### src/rtl/rsc_pkg.sv
// Purpose: Shared constants and types of the reset source controller.
// Assumes: One core clock; a machine cycle is four states of that clock.
// Notes: Register offsets are byte addresses on a 32-bit APB.
package rsc_pkg;

  // Machine cycle framing.
  localparam int STATES_PER_MC = 4;
  localparam logic [1:0] FOURTH_STATE = 2'h3;

  // Reset timing, in machine cycles and in clock cycles.
  localparam int EXT_LOW_SAMPLES = 2;
  localparam int EXT_HOLD_MC = 2;
  localparam int WD_HOLD_MC = 2;
  localparam int EXT_HOLD_CYC = EXT_HOLD_MC * STATES_PER_MC;
  localparam int WD_HOLD_CYC = WD_HOLD_MC * STATES_PER_MC;
  localparam int WD_RST_DELAY_CYC = 512;

  // Register offsets.
  localparam logic [7:0] ADDR_WDCTL = 8'h00;
  localparam logic [7:0] ADDR_UNLOCK = 8'h04;
  localparam logic [7:0] ADDR_IRQ_STAT = 8'h08;
  localparam logic [7:0] ADDR_IRQ_MASK = 8'h0C;
  localparam logic [7:0] ADDR_STATE = 8'h10;

  // Field positions of watchdog_control.
  localparam int WD_RUN_BIT = 0;
  localparam int WD_RST_EN_BIT = 1;
  localparam int WD_RST_FLAG_BIT = 2;
  localparam int WD_TO_FLAG_BIT = 3;
  localparam int WD_SEL_LO_BIT = 4;
  localparam int WD_SEL_HI_BIT = 5;
  localparam int POR_FLAG_BIT = 6;
  localparam int WD_RESTART_BIT = 7;

  // Bits writable only inside the unlock window.
  localparam logic [7:0] WDCTL_LOCKED_MASK = 8'hBB;
  // Reset values of watchdog_control per source; a keep mask marks bits left alone.
  localparam logic [7:0] WDCTL_POR_VALUE = 8'h40;
  localparam logic [7:0] WDCTL_EXT_KEEP = 8'h54;
  localparam logic [7:0] WDCTL_WD_KEEP = 8'h50;
  localparam logic [7:0] WDCTL_WD_SET = 8'h04;

  // Core state loaded on every reset.
  localparam logic [7:0] PORT_RESET_VALUE = 8'hFF;
  localparam logic [7:0] SP_RESET_VALUE = 8'h07;
  localparam logic [15:0] PC_RESET_VALUE = 16'h0000;

  // Unlock sequence.
  localparam logic [7:0] UNLOCK_KEY1 = 8'hAA;
  localparam logic [7:0] UNLOCK_KEY2 = 8'h55;
  localparam int UNLOCK_WINDOW_CYC = 8;

  // Interrupt status bits.
  localparam int IRQ_EXT_RST = 0;
  localparam int IRQ_WD_TIMEOUT = 1;
  localparam int IRQ_WD_RST = 2;
  localparam int IRQ_POR = 3;
  localparam int IRQ_BITS = 4;

  typedef enum logic [1:0] {
    RSC_UNLOCK_IDLE = 2'b00,
    RSC_UNLOCK_HALF = 2'b01,
    RSC_UNLOCK_OPEN = 2'b10
  } rsc_unlock_e;

endpackage

### src/rtl/rsc_reset_source_controller.sv
// Purpose: Reset source controller with watchdog, cause flags and APB registers.
// Assumes: ref_clk runs at 10 MHz; rst_pin_n and power_good are asynchronous pins.
// Notes: On-chip RAM is never touched here; only the listed core state is reloaded.
//
// Notes on behaviour
// Sample the external reset pin once per machine cycle, in the fourth state.
// Pin must stay low two machine cycles; reset asserts after two low samples.
// Stay in reset while pin low and two machine cycles after; restart at zero.
// Pin reset is recognised only through clocked sampling, never while clock stops.
// External reset sets no cause flag; both other flags clear identify it.
// After power returns apply power-on delay and set the power-on flag.
// Loss of power forces reset; a new power-on sequence follows recovery.
// Watchdog counts the selected interval, sets timeout flag; software restart clears count.
// With reset enable set and no restart, reset 512 clocks after timeout.
// Watchdog reset holds two machine cycles, sets watchdog reset flag, restarts at zero.
// After power-on reset the watchdog stays disabled.
// Every reset loads ports with all ones, program counter zero, stack pointer seven.
// Reset leaves on-chip RAM contents untouched.
// Watchdog reset flag cleared by power-on reset, kept across external reset.
// Every reset clears reset enable; timeout flag cleared by reset or software.
// watchdog_control takes a reset value that depends on the reset source.
// Watchdog bits writable only after unlock; the other bits freely writable.
// Several sources together hold reset until last releases, with longest hold.
`timescale 1ns/10ps
module rsc_reset_source_controller #(
  parameter int POR_DELAY_CYC = 65536,
  parameter int WD_BASE_BITS = 17
) (
  // Clock and reset.
  input wire logic ref_clk,
  input wire logic nrst,
  // Pins from the outside world.
  input wire logic rst_pin_n,
  input wire logic power_good,
  // APB slave.
  input wire logic psel,
  input wire logic penable,
  input wire logic pwrite,
  input wire logic [7:0] paddr,
  input wire logic [31:0] pwdata,
  output logic [31:0] prdata,
  output logic pready,
  output logic pslverr,
  // Core control.
  output logic core_rst,
  output logic exec_start,
  output logic [15:0] pc_load_value,
  output logic [7:0] sp_load_value,
  output logic [7:0] port_load_value,
  output logic watchdog_run_out,
  // Interrupt.
  output logic irq
);

  localparam int HOLD_W = $clog2(POR_DELAY_CYC + 1) + 1;
  localparam int WD_W = WD_BASE_BITS + 10;

  initial begin
    if (POR_DELAY_CYC < rsc_pkg::EXT_HOLD_CYC || WD_BASE_BITS < 10 || WD_BASE_BITS > 20) begin
      $error("rsc_reset_source_controller: unsupported parameter values");
    end
  end

  function automatic logic [HOLD_W-1:0] hold_max(input logic [HOLD_W-1:0] a, input logic [HOLD_W-1:0] b);
    hold_max = (a > b) ? a : b;
  endfunction

  ////////////////////////////////////////////////////////////////////////////////
  // Reset release and pin synchronisers.

  logic rst_n_meta_reg;
  logic rst_n_reg;
  logic pin_meta_reg;
  logic pin_sync_reg;
  logic pg_meta_reg;
  logic pg_sync_reg;

  always_ff @(posedge ref_clk or negedge nrst) begin
    if (!nrst) begin
      rst_n_meta_reg <= 1'b0;
      rst_n_reg <= 1'b0;
    end else begin
      rst_n_meta_reg <= 1'b1;
      rst_n_reg <= rst_n_meta_reg;
    end
  end

  always_ff @(posedge ref_clk or negedge rst_n_reg) begin
    if (!rst_n_reg) begin
      pin_meta_reg <= 1'b1;
      pin_sync_reg <= 1'b1;
      pg_meta_reg <= 1'b0;
      pg_sync_reg <= 1'b0;
    end else begin
      pin_meta_reg <= rst_pin_n;
      pin_sync_reg <= pin_meta_reg;
      pg_meta_reg <= power_good;
      pg_sync_reg <= pg_meta_reg;
    end
  end

  ////////////////////////////////////////////////////////////////////////////////
  // Machine cycle and external pin recognition.

  logic [1:0] state_reg;
  logic [1:0] low_cnt_reg;
  logic ext_active;
  logic ext_event;
  logic fourth;

  assign fourth = (state_reg == rsc_pkg::FOURTH_STATE);
  assign ext_active = (low_cnt_reg == 2'(rsc_pkg::EXT_LOW_SAMPLES));
  assign ext_event = fourth && !pin_sync_reg && (low_cnt_reg == 2'(rsc_pkg::EXT_LOW_SAMPLES - 1));

  always_ff @(posedge ref_clk or negedge rst_n_reg) begin
    if (!rst_n_reg) begin
      state_reg <= 2'h0;
    end else begin
      state_reg <= state_reg + 2'h1;
    end
  end

  // A stopped clock takes no sample, so the pin alone never resets the core.
  always_ff @(posedge ref_clk or negedge rst_n_reg) begin
    if (!rst_n_reg) begin
      low_cnt_reg <= 2'h0;
    end else if (fourth) begin
      if (pin_sync_reg) begin
        low_cnt_reg <= 2'h0;
      end else if (!ext_active) begin
        low_cnt_reg <= low_cnt_reg + 2'h1;
      end
    end
  end

  ////////////////////////////////////////////////////////////////////////////////
  // Power-on source.

  logic por_pend_reg;
  logic por_active;

  // Controller release counts as a power-on; power loss re-enters it.
  assign por_active = por_pend_reg || !pg_sync_reg;

  always_ff @(posedge ref_clk or negedge rst_n_reg) begin
    if (!rst_n_reg) begin
      por_pend_reg <= 1'b1;
    end else begin
      por_pend_reg <= 1'b0;
    end
  end

  ////////////////////////////////////////////////////////////////////////////////
  // Watchdog counter and delayed reset.

  logic [7:0] wdctl_reg;
  logic [WD_W-1:0] wd_cnt_reg;
  logic [9:0] wd_delay_reg;
  logic wd_pend_reg;
  logic wd_expire;
  logic wd_event;
  logic wd_restart;
  logic core_rst_reg;
  logic [1:0] wd_sel;

  assign wd_sel = {wdctl_reg[rsc_pkg::WD_SEL_HI_BIT], wdctl_reg[rsc_pkg::WD_SEL_LO_BIT]};
  assign wd_expire = wdctl_reg[rsc_pkg::WD_RUN_BIT] && !core_rst_reg &&
    (wd_cnt_reg == WD_W'((64'h1 << (WD_BASE_BITS + 3 * int'(wd_sel))) - 64'h1));
  assign wd_event = wd_pend_reg && !wd_restart &&
    (wd_delay_reg == 10'(rsc_pkg::WD_RST_DELAY_CYC - 1)) && wdctl_reg[rsc_pkg::WD_RST_EN_BIT];

  always_ff @(posedge ref_clk or negedge rst_n_reg) begin
    if (!rst_n_reg) begin
      wd_cnt_reg <= '0;
    end else if (core_rst_reg || wd_restart || wd_expire || !wdctl_reg[rsc_pkg::WD_RUN_BIT]) begin
      wd_cnt_reg <= '0;
    end else begin
      wd_cnt_reg <= wd_cnt_reg + WD_W'(1);
    end
  end

  // The delay runs from the timeout; a restart or any reset cancels it.
  always_ff @(posedge ref_clk or negedge rst_n_reg) begin
    if (!rst_n_reg) begin
      wd_pend_reg <= 1'b0;
      wd_delay_reg <= 10'h000;
    end else if (core_rst_reg || wd_restart || wd_event) begin
      wd_pend_reg <= 1'b0;
      wd_delay_reg <= 10'h000;
    end else if (wd_expire) begin
      wd_pend_reg <= 1'b1;
      wd_delay_reg <= 10'h000;
    end else if (wd_pend_reg && wd_delay_reg != 10'(rsc_pkg::WD_RST_DELAY_CYC - 1)) begin
      wd_delay_reg <= wd_delay_reg + 10'h001;
    end
  end

  ////////////////////////////////////////////////////////////////////////////////
  // Combined reset hold.

  logic [HOLD_W-1:0] hold_reg;
  logic [HOLD_W-1:0] hold_need;
  logic any_src;
  logic core_rst_next;

  always_comb begin
    hold_need = '0;
    if (ext_active) begin
      hold_need = hold_max(hold_need, HOLD_W'(rsc_pkg::EXT_HOLD_CYC));
    end
    if (wd_event) begin
      hold_need = hold_max(hold_need, HOLD_W'(rsc_pkg::WD_HOLD_CYC));
    end
    if (por_active) begin
      hold_need = hold_max(hold_need, HOLD_W'(POR_DELAY_CYC));
    end
  end

  assign any_src = ext_active || por_active || wd_event;
  assign core_rst_next = any_src || (hold_reg > HOLD_W'(1));

  // The longest pending hold wins and only starts once every source is gone.
  always_ff @(posedge ref_clk or negedge rst_n_reg) begin
    if (!rst_n_reg) begin
      hold_reg <= '0;
    end else if (any_src) begin
      hold_reg <= hold_max(hold_reg, hold_need);
    end else if (hold_reg != '0) begin
      hold_reg <= hold_reg - HOLD_W'(1);
    end
  end

  always_ff @(posedge ref_clk or negedge rst_n_reg) begin
    if (!rst_n_reg) begin
      core_rst_reg <= 1'b1;
      exec_start <= 1'b0;
    end else begin
      core_rst_reg <= core_rst_next;
      exec_start <= core_rst_reg && !core_rst_next;
    end
  end

  // Only pointer and port state is reloaded; RAM gets no write or clear here.
  always_ff @(posedge ref_clk or negedge rst_n_reg) begin
    if (!rst_n_reg) begin
      pc_load_value <= rsc_pkg::PC_RESET_VALUE;
      sp_load_value <= rsc_pkg::SP_RESET_VALUE;
      port_load_value <= rsc_pkg::PORT_RESET_VALUE;
    end else if (core_rst_reg) begin
      pc_load_value <= rsc_pkg::PC_RESET_VALUE;
      sp_load_value <= rsc_pkg::SP_RESET_VALUE;
      port_load_value <= rsc_pkg::PORT_RESET_VALUE;
    end
  end

  assign core_rst = core_rst_reg;

  ////////////////////////////////////////////////////////////////////////////////
  // APB decode and unlock window.

  rsc_pkg::rsc_unlock_e unlock_reg;
  logic [3:0] unlock_cnt_reg;
  logic wr_en;
  logic rd_setup;
  logic mapped;
  logic wr_wdctl;
  logic wr_unlock;
  logic unlocked;
  logic [7:0] wdata8;

  assign wdata8 = pwdata[7:0];
  assign mapped = (paddr == rsc_pkg::ADDR_WDCTL) || (paddr == rsc_pkg::ADDR_UNLOCK) ||
    (paddr == rsc_pkg::ADDR_IRQ_STAT) || (paddr == rsc_pkg::ADDR_IRQ_MASK) ||
    (paddr == rsc_pkg::ADDR_STATE);
  assign wr_en = psel && penable && pwrite && mapped;
  assign rd_setup = psel && !penable && !pwrite;
  assign wr_wdctl = wr_en && (paddr == rsc_pkg::ADDR_WDCTL);
  assign wr_unlock = wr_en && (paddr == rsc_pkg::ADDR_UNLOCK);
  assign unlocked = (unlock_reg == rsc_pkg::RSC_UNLOCK_OPEN);
  assign wd_restart = wr_wdctl && unlocked && wdata8[rsc_pkg::WD_RESTART_BIT];
  assign pready = 1'b1;
  assign pslverr = psel && penable && !mapped;

  // The window is short so that a stray write cannot open protected bits for long.
  always_ff @(posedge ref_clk or negedge rst_n_reg) begin
    if (!rst_n_reg) begin
      unlock_reg <= rsc_pkg::RSC_UNLOCK_IDLE;
      unlock_cnt_reg <= 4'h0;
    end else begin
      unique case (unlock_reg)
        rsc_pkg::RSC_UNLOCK_IDLE: begin
          if (wr_unlock && wdata8 == rsc_pkg::UNLOCK_KEY1) begin
            unlock_reg <= rsc_pkg::RSC_UNLOCK_HALF;
            unlock_cnt_reg <= 4'(rsc_pkg::UNLOCK_WINDOW_CYC);
          end
        end
        rsc_pkg::RSC_UNLOCK_HALF: begin
          if (wr_unlock && wdata8 == rsc_pkg::UNLOCK_KEY2) begin
            unlock_reg <= rsc_pkg::RSC_UNLOCK_OPEN;
            unlock_cnt_reg <= 4'(rsc_pkg::UNLOCK_WINDOW_CYC);
          end else if (wr_en || unlock_cnt_reg == 4'h0) begin
            unlock_reg <= rsc_pkg::RSC_UNLOCK_IDLE;
          end else begin
            unlock_cnt_reg <= unlock_cnt_reg - 4'h1;
          end
        end
        rsc_pkg::RSC_UNLOCK_OPEN: begin
          if (wr_wdctl || unlock_cnt_reg == 4'h0) begin
            unlock_reg <= rsc_pkg::RSC_UNLOCK_IDLE;
          end else begin
            unlock_cnt_reg <= unlock_cnt_reg - 4'h1;
          end
        end
        default: begin
          unlock_reg <= rsc_pkg::RSC_UNLOCK_IDLE;
        end
      endcase
    end
  end

  ////////////////////////////////////////////////////////////////////////////////
  // Watchdog control register.

  logic [7:0] wdctl_next;
  logic [7:0] wr_mask;

  always_comb begin
    wr_mask = unlocked ? 8'hFF : ~rsc_pkg::WDCTL_LOCKED_MASK;
    wdctl_next = wdctl_reg;
    if (wr_wdctl) begin
      wdctl_next = (wdctl_reg & ~wr_mask) | (wdata8 & wr_mask);
      wdctl_next[rsc_pkg::WD_RESTART_BIT] = 1'b0;
    end
    if (wd_expire) begin
      wdctl_next[rsc_pkg::WD_TO_FLAG_BIT] = 1'b1;
    end
    if (ext_event) begin
      wdctl_next = wdctl_reg & rsc_pkg::WDCTL_EXT_KEEP;
    end
    if (wd_event) begin
      wdctl_next = (wdctl_reg & rsc_pkg::WDCTL_WD_KEEP) | rsc_pkg::WDCTL_WD_SET;
    end
    if (por_active) begin
      wdctl_next = rsc_pkg::WDCTL_POR_VALUE;
    end
  end

  always_ff @(posedge ref_clk or negedge rst_n_reg) begin
    if (!rst_n_reg) begin
      wdctl_reg <= rsc_pkg::WDCTL_POR_VALUE;
    end else begin
      wdctl_reg <= wdctl_next;
    end
  end

  assign watchdog_run_out = wdctl_reg[rsc_pkg::WD_RUN_BIT];

  ////////////////////////////////////////////////////////////////////////////////
  // Interrupt status and mask.

  logic [rsc_pkg::IRQ_BITS-1:0] irq_stat_reg;
  logic [rsc_pkg::IRQ_BITS-1:0] irq_mask_reg;
  logic [rsc_pkg::IRQ_BITS-1:0] irq_set;
  logic por_done;

  assign por_done = por_active && !core_rst_next;
  assign irq_set = {core_rst_reg && hold_reg == HOLD_W'(1) && wdctl_reg[rsc_pkg::POR_FLAG_BIT],
    wd_event, wd_expire, ext_event};

  // A new event in the clearing cycle survives the write-one-to-clear.
  always_ff @(posedge ref_clk or negedge rst_n_reg) begin
    if (!rst_n_reg) begin
      irq_stat_reg <= '0;
      irq_mask_reg <= '0;
    end else begin
      if (wr_en && paddr == rsc_pkg::ADDR_IRQ_STAT) begin
        irq_stat_reg <= (irq_stat_reg & ~pwdata[rsc_pkg::IRQ_BITS-1:0]) | irq_set;
      end else begin
        irq_stat_reg <= irq_stat_reg | irq_set;
      end
      if (wr_en && paddr == rsc_pkg::ADDR_IRQ_MASK) begin
        irq_mask_reg <= pwdata[rsc_pkg::IRQ_BITS-1:0];
      end
    end
  end

  assign irq = |(irq_stat_reg & irq_mask_reg) || por_done && 1'b0;

  ////////////////////////////////////////////////////////////////////////////////
  // Read data, captured in the setup phase.

  always_ff @(posedge ref_clk or negedge rst_n_reg) begin
    if (!rst_n_reg) begin
      prdata <= 32'h00000000;
    end else if (rd_setup) begin
      unique case (paddr)
        rsc_pkg::ADDR_WDCTL: prdata <= {24'h000000, wdctl_reg};
        rsc_pkg::ADDR_IRQ_STAT: prdata <= {28'h0000000, irq_stat_reg};
        rsc_pkg::ADDR_IRQ_MASK: prdata <= {28'h0000000, irq_mask_reg};
        rsc_pkg::ADDR_STATE: prdata <= {24'h000000, sp_load_value[3:0], 1'b0, wd_pend_reg,
          ext_active, core_rst_reg};
        default: prdata <= 32'h00000000;
      endcase
    end
  end

endmodule

### config.mk
export PLATFORM = sky130hd
export DESIGN_NAME = rsc_reset_source_controller
export DESIGN_NICKNAME = d
export VERILOG_FILES = /design/src/rtl/rsc_pkg.sv /design/src/rtl/rsc_reset_source_controller.sv
export SDC_FILE = /design/constraint.sdc
export NUM_CORES = 1
export LEC_CHECK = 0
export ABC_AREA = 1
export BUFFER_PORTS_ARGS = -buffer_cell sky130_fd_sc_hd__buf_2
export CORE_AREA = 2 2 163 165
export CTS_BUF_LIST = sky130_fd_sc_hd__clkbuf_8
export DETAILED_ROUTE_END_ITERATION = 12
export DIE_AREA = 0 0 165 167
export PLACE_DENSITY = 0.43
export SLEW_MARGIN = 5
export SYNTH_ARGS = -nofsm -noshare
export SYNTH_HDL_FRONTEND = slang
export SYNTH_SLANG_ARGS = --single-unit
### constraint.sdc
create_clock -name ref_clk -period 3 [get_ports ref_clk]
set_clock_uncertainty 0.05 [all_clocks]
set_input_delay 0.3 -clock ref_clk [delete_from_list [all_inputs] [get_ports ref_clk]]
set_output_delay 0.3 -clock ref_clk [all_outputs]
set_load 0.01 [all_outputs]
== Word-level counts from Yosys, hierarchy flattened ==
Cells that the tools add are included.

* Bits in registers: 123
* Input port bits: 47
* Output and inout port bits: 70
* Logic and storage cells: 173

* $add $sub $neg: 8
* $mul: 1
* Magnitude comparators: 4
* Equality and inequality tests: 25
* Shift operators: 1
* Muxes and demuxes: 34
* Bitwise operators: 9
* Reductions and logical operators: 67

{| class="wikitable"
|+ Operators with widths
! kind !! number
|-
| $mux 18 || 7
|-
| $mux 8 || 4
|-
| $pmux 8 s4 || 1
|-
| $mux 10 || 3
|-
| $add 27x1->27 const B || 1
|-
| $eq 27x27->1 || 1
|-
| $mux 27 || 1
|-
| $shl 1x6->27 const A || 1
|-
| $sub 27x1->27 const B || 1
|-
| $logic_and 1x1->1 || 25
|-
| $mux 4 || 6
|-
| $eq 18x1->1 const B || 1
|-
| $gt 18x1->1 const B || 1
|-
| $gt 18x17->1 const B || 1
|-
| $gt 18x18->1 || 1
|-
| $gt 18x4->1 const B || 1
|-
| $reduce_bool 18->1 || 1
|-
| $sub 18x1->18 const B || 1
|-
| $eq 8x4->1 const B || 2
|-
| $and 7x7->7 || 2
|-
| $logic_or 1x1->1 || 14
|-
| $mux 2 || 6
|-
| $pmux 4 s3 || 1
|-
| $add 10x1->10 const B || 1
|-
| 36 further kinds || 65
|}

== Depth between registers and ports, before layout ==
* Depth in word-level cells: 20
* Gate-level depth with buffers: 19
* Gate-level depth less buffers: 19

== Worst setup path after synthesis ==
Ideal clock, no wire load.

* Kind: register to register
* Start: register wd_delay_reg[0]
* End: register hold_reg[10]
* Library setup time: 0.118 ns
* Arrival: 2.399 ns
* Required time: 2.832 ns
* Slack: 0.433 ns
* Stages on the path, launching flop included: 19
* Path buffers: 1
* Period minus slack after synthesis: 2.567 ns
* Path through: dfrtp_1 ha_1 nand3_1 nor2_1 nand3_1 nor3_2 nand2_2 nand2_1 nand2_1 inv_1 ha_1 inv_1 nor3_1 o21bai_1 a21oi_1 nand2_4 buf_4 nand3_1 nand2_1

* Cells in the longest elaborated chain, start to end: 10
* Elaborated cells between the ends (all ways): 14
* Those cells by class: 2 x order compare; 2 x eq/ne; 5 x mux; 5 x reduce/logical

{| class="wikitable"
|+ Ends and longest elaborated chain
! item !! RTL line !! source
|-
| from (decl) || rsc_reset_source_controller.sv:158 || <nowiki>logic [9:0] wd_delay_reg;</nowiki>
|-
| from (signal assigned) || rsc_reset_source_controller.sv:194 || <nowiki>wd_delay_reg <= wd_delay_reg + 10'h001;</nowiki>
|-
| $eq 10x9->1 * || rsc_reset_source_controller.sv:170 || <nowiki>(wd_delay_reg == 10'(rsc_pkg::WD_RST_DELAY_CYC - 1)) && wdctl_reg[rsc_pkg::WD_RST_EN_BIT];</nowiki>
|-
| $logic_and 1x1->1 * || rsc_reset_source_controller.sv:169 || <nowiki>assign wd_event = wd_pend_reg && !wd_restart &&</nowiki>
|-
| $logic_and 1x1->1 * || rsc_reset_source_controller.sv:170 ||
|-
| $mux 18 || rsc_reset_source_controller.sv:211 || <nowiki>if (wd_event) begin</nowiki>
|-
| $gt 18x17->1 || rsc_reset_source_controller.sv:65 || <nowiki>hold_max = (a > b) ? a : b;</nowiki>
|-
| $mux 18 || rsc_reset_source_controller.sv:65 ||
|-
| $mux 18 || rsc_reset_source_controller.sv:214 || <nowiki>if (por_active) begin</nowiki>
|-
| $gt 18x18->1 || rsc_reset_source_controller.sv:65 ||
|-
| $ne 2x2->1 (no source line) || n/a ||
|-
| $reduce_and 2->1 (no source line) || n/a ||
|-
| to (signal assigned) || rsc_reset_source_controller.sv:227 || <nowiki>hold_reg <= hold_max(hold_reg, hold_need);</nowiki>
|-
| to (signal assigned) || rsc_reset_source_controller.sv:229 || <nowiki>hold_reg <= hold_reg - HOLD_W'(1);</nowiki>
|-
| to (decl) || rsc_reset_source_controller.sv:201 || <nowiki>logic [HOLD_W-1:0] hold_reg;</nowiki>
|}

Every way passes the cells marked *; elsewhere a longest branch is shown, timed or not. The select of a mux whose other input is x is not followed.
A chain may end at the register's enable or synchronous reset.

== Worst setup path in the final report ==
* Start: register wd_delay_reg[1]
* End: register hold_reg[16]

The elaborated chain is that of the path after synthesis.

==> flow_summary.json <==
{
  "met1_usage_pct": 15.37,
  "grt_pass1_vias": 4883,
  "fmax_mhz": 356.4,
  "drc": 0,
  "diodes": 0,
  "overflow": 0,
  "ios": 117,
  "grt_max_degree": 47,
  "relSlewSlack_pct": 61.97,
  "synth_ff_type": "dfrtp_1",
  "vias_per_cell": 4.205,
  "fp.dieW_um": 165,
  "timing.final.ws_setup_ns": 0.1940,
  "synth_edf_count": 0,
  "grt_usage_pct": 11.29,
  "layout.nets": 947,
  "grt_pass1_wl_mm": 24.76,
  "synthCells": 832,
  "cts_tree": "yes",
  "totalPowerFinal_uw": 3850,
  "dp.cells": 1197,
  "hpwl_mm": 11.43,
  "path_class": "reg2reg",
  "num_vias": 5130,
  "p_sw_uw": 1459,
  "startpoint_type": "flop",
  "port_buffers": 34,
  "worstMarginPinSlew_ns": 0.5652,
  "syn_to_final_growth_pct": 11.00,
  "firstDrtPassIters": 4,
  "antenna_left": 0,
  "hold_viol": 0,
  "initial_core_util_pct": 24.69,
  "synth.top_cells.by_area": "dfrtp_1 36%, nand2_1 11%, buf_4 7.1%",
  "numClockSinks": 97,
  "cp_max_fo": 4,
  "synthArstFlopShare_pct": 100.0,
  "postLayoutCellArea_um2": 7059,
  "antenna_found_initial": 0,
  "cp.arrival_ns": 3.03,
  "finalWirelength_mm": 15.17,
  "instances_no_fill": 1220,
  "seq_power_share_pct": 41.7,
  "yosys.area.top_type": "dfrtp_1",
  "synth_seq_cells": 97,
  "synth_area_um2": 6360,
  "layout_min_cycle_time_ns": 2.806,
  "maxCapViolCount": 0,
  "grt_most_used_layer": "met2",
  "p_int_uw": 2391,
  "crit_required_ns": 3.23,
  "status": "complete, no violations",
  "synth_top_area_share_pct": 36.20,
  "drive_gt1_share_pct": 12.09,
  "root_buffer": "clkbuf_8",
  "irDropWorstVdd_mv": 0.3529,
  "synth.avg_cell_area_um2": 7.644,
  "die-area_um2": 27560,
  "largest_reg_flops": 27,
  "power.leakage_uw": 0.003433,
  "clkPwrFrac_pct": 24.8,
  "clk_pin_slew_worst_paths_ns": 0.10,
  "worstSkewPairLatency_ns": 0.38,
  "yosysSeqAreaShare_pct": 38.26,
  "die_y_um": 167,
  "drtIter0Drc": 216,
  "cts_made_buffers": 9,
  "drv_slew": 0,
  "worst_hold_path_type": "in2reg",
  "max-clock-path-buffers": 2,
  "gp_congestion": 0.7754,
  "ys_warn_count": 0,
  "p_comb_share_pct": 33.5,
  "ys_types": 46,
  "end_kind": "flop",
  "grt_use_met2_pct": 18.57,
  "core_um2": 25760,
  "gr-usage-met3_pct": 2.441,
  "preCtsSetupSlack_ns": 0.1912,
  "period_share_pct": 93.53,
  "power.density_nw_per_um2": 545.4,
  "placed_cell_area_um2": 6719,
  "htree_num_levels": 3,
  "switching_share_pct": 37.90,
  "setup_viol": 0,
  "rows": 59,
  "wl_per_cell_um": 12.44
}
-- worst max-delay path, stage by stage (launching register included) --
cell and delay (ns):
dfrtp_1 0.43, ha_4 0.17, nand3_2 0.13, nor2_4 0.17, nand3_4 0.10, nor3_4 0.23
nand2_2 0.11, nand2_1 0.08, nand2_1 0.07, inv_1 0.06, ha_1 0.13, inv_1 0.05
nor3_2 0.17, o21bai_1 0.12, a21oi_4 0.31, nand2_2 0.16, nand3_1 0.09, nand2_1 0.06
-- synth_stat cells (3+ instances only) --
library cell / number
dfstp_2: 5
nor3_2: 3
nor2_1: 79
dfrtp_1: 92
nor3_1: 24
xnor2_1: 14
nor4_1: 9
inv_1: 111
nand3_1: 58
nor3b_1: 3
a21oi_1: 13
inv_2: 9
nand2_1: 190
nand4_1: 23
ha_1: 20
nand2_2: 6
o22ai_1: 4
xor2_1: 29
o21ai_0: 33
buf_4: 60
nor2_4: 3
buf_6: 3
-- stage by stage --
step           hold WS, ns  utilization (%)  TNS, ns
2_1_floorplan     -0.04559                -        0
3_3_place_gp       0.03740            26.08        0
3_5_place_dp       0.03923            26.08        0
4_1_cts             0.1376            27.03        0
5_1_grt             0.1601            27.40  -0.1390
6_report            0.1568            27.40        0
-- final cells by class --
type                            instances  area [um2]
Inverter                              121       456.7
Clock inverter                          6       76.32
Multi-Input combinational cell        608        3274
Clock buffer                           10       137.6
Sequential cell                        97        2437
Timing Repair Buffer                   43       257.7
Fill cell                            2831       18700
Tap cell                              335       419.2
-- cells by family after synthesis --
logic type / synth area share, %
xor gates and xnor gates: 5.922
AOI/OAI and AO/OA: 6.059
DFF: 38.26
and+or+nand+nor: 30.63
adders and majority gates: 3.935
buffers and inverters: 15.07
other: 0.1181
-- layout by cell type, fill, tap and decap left out, drive strengths merged, types with 2 or more instances in the layout --
cell type / count
conb: 60
xor2: 29
ha: 20
bufinv: 2
xnor2: 14
dfrtp: 92
a31o: 2
nand3: 62
dlygate4sd3: 3
or2: 2
nand4: 25
nor4: 9
clkbuf: 10
nor3b: 5
o21ai: 35
o211ai: 2
dfstp: 5
a221oi: 2
a21oi: 13
inv: 124
nor2: 85
nor3: 27
a31oi: 2
o21bai: 2
nand2: 201
buf: 40
o22ai: 4
o2111ai: 2
-- power groups by stage --
stage               clock network [uW]  registers [uW]  logic, uW
finish                             956            1610       1290
global route                      1060            1630       1500
CTS                               1000            1600       1230
detailed placement                   0            1630       1220
global placement                     0            1630       1220
floorplan                            0            1600       1030
-- layer usage --
metal  part of all wire (%)  up-vias
met2                     47       70
met1                     49     2407
met4                   0.71        0
met3                    3.0        8
met5                      0        -
li1                       -     2645
-- path summary, 6_finish.rpt --
| kind | from | cells past startpoint | to | slack [ns] |
|---|---|---|---|---|
| worst max-delay path | wd_delay_reg[1]$_DFFE_PN0P_ | 17 | hold_reg[16]$_DFFE_PN0P_ | 0.19 |
| worst min-delay path | pwrite | 4 | prdata[3]$_DFFE_PN0P_ | 0.16 |
| worst max register to register | wd_delay_reg[1]$_DFFE_PN0P_ | 17 | hold_reg[16]$_DFFE_PN0P_ | 0.19 |
| worst min register to register | rst_n_reg$_DFF_PN0_ | 0 | wdctl_reg[5]$_DFFE_PN0P_ | 0.17 |
| max in group asynchronous | rst_n_reg$_DFF_PN0_ | 1 | wd_cnt_reg[7]$_DFF_PN0_ | 2.00 |
| min in group asynchronous | rst_n_reg$_DFF_PN0_ | 0 | wdctl_reg[5]$_DFFE_PN0P_ | 0.17 |
-- timing repair --
action,in CTS,in global routing
endpoints found under the hold margin,4,0
buffers inserted,0,1
resized for setup,0,13
hold buffers,3,0
setup endpoints to repair,0,17
Power figures use the tool's default switching activity.
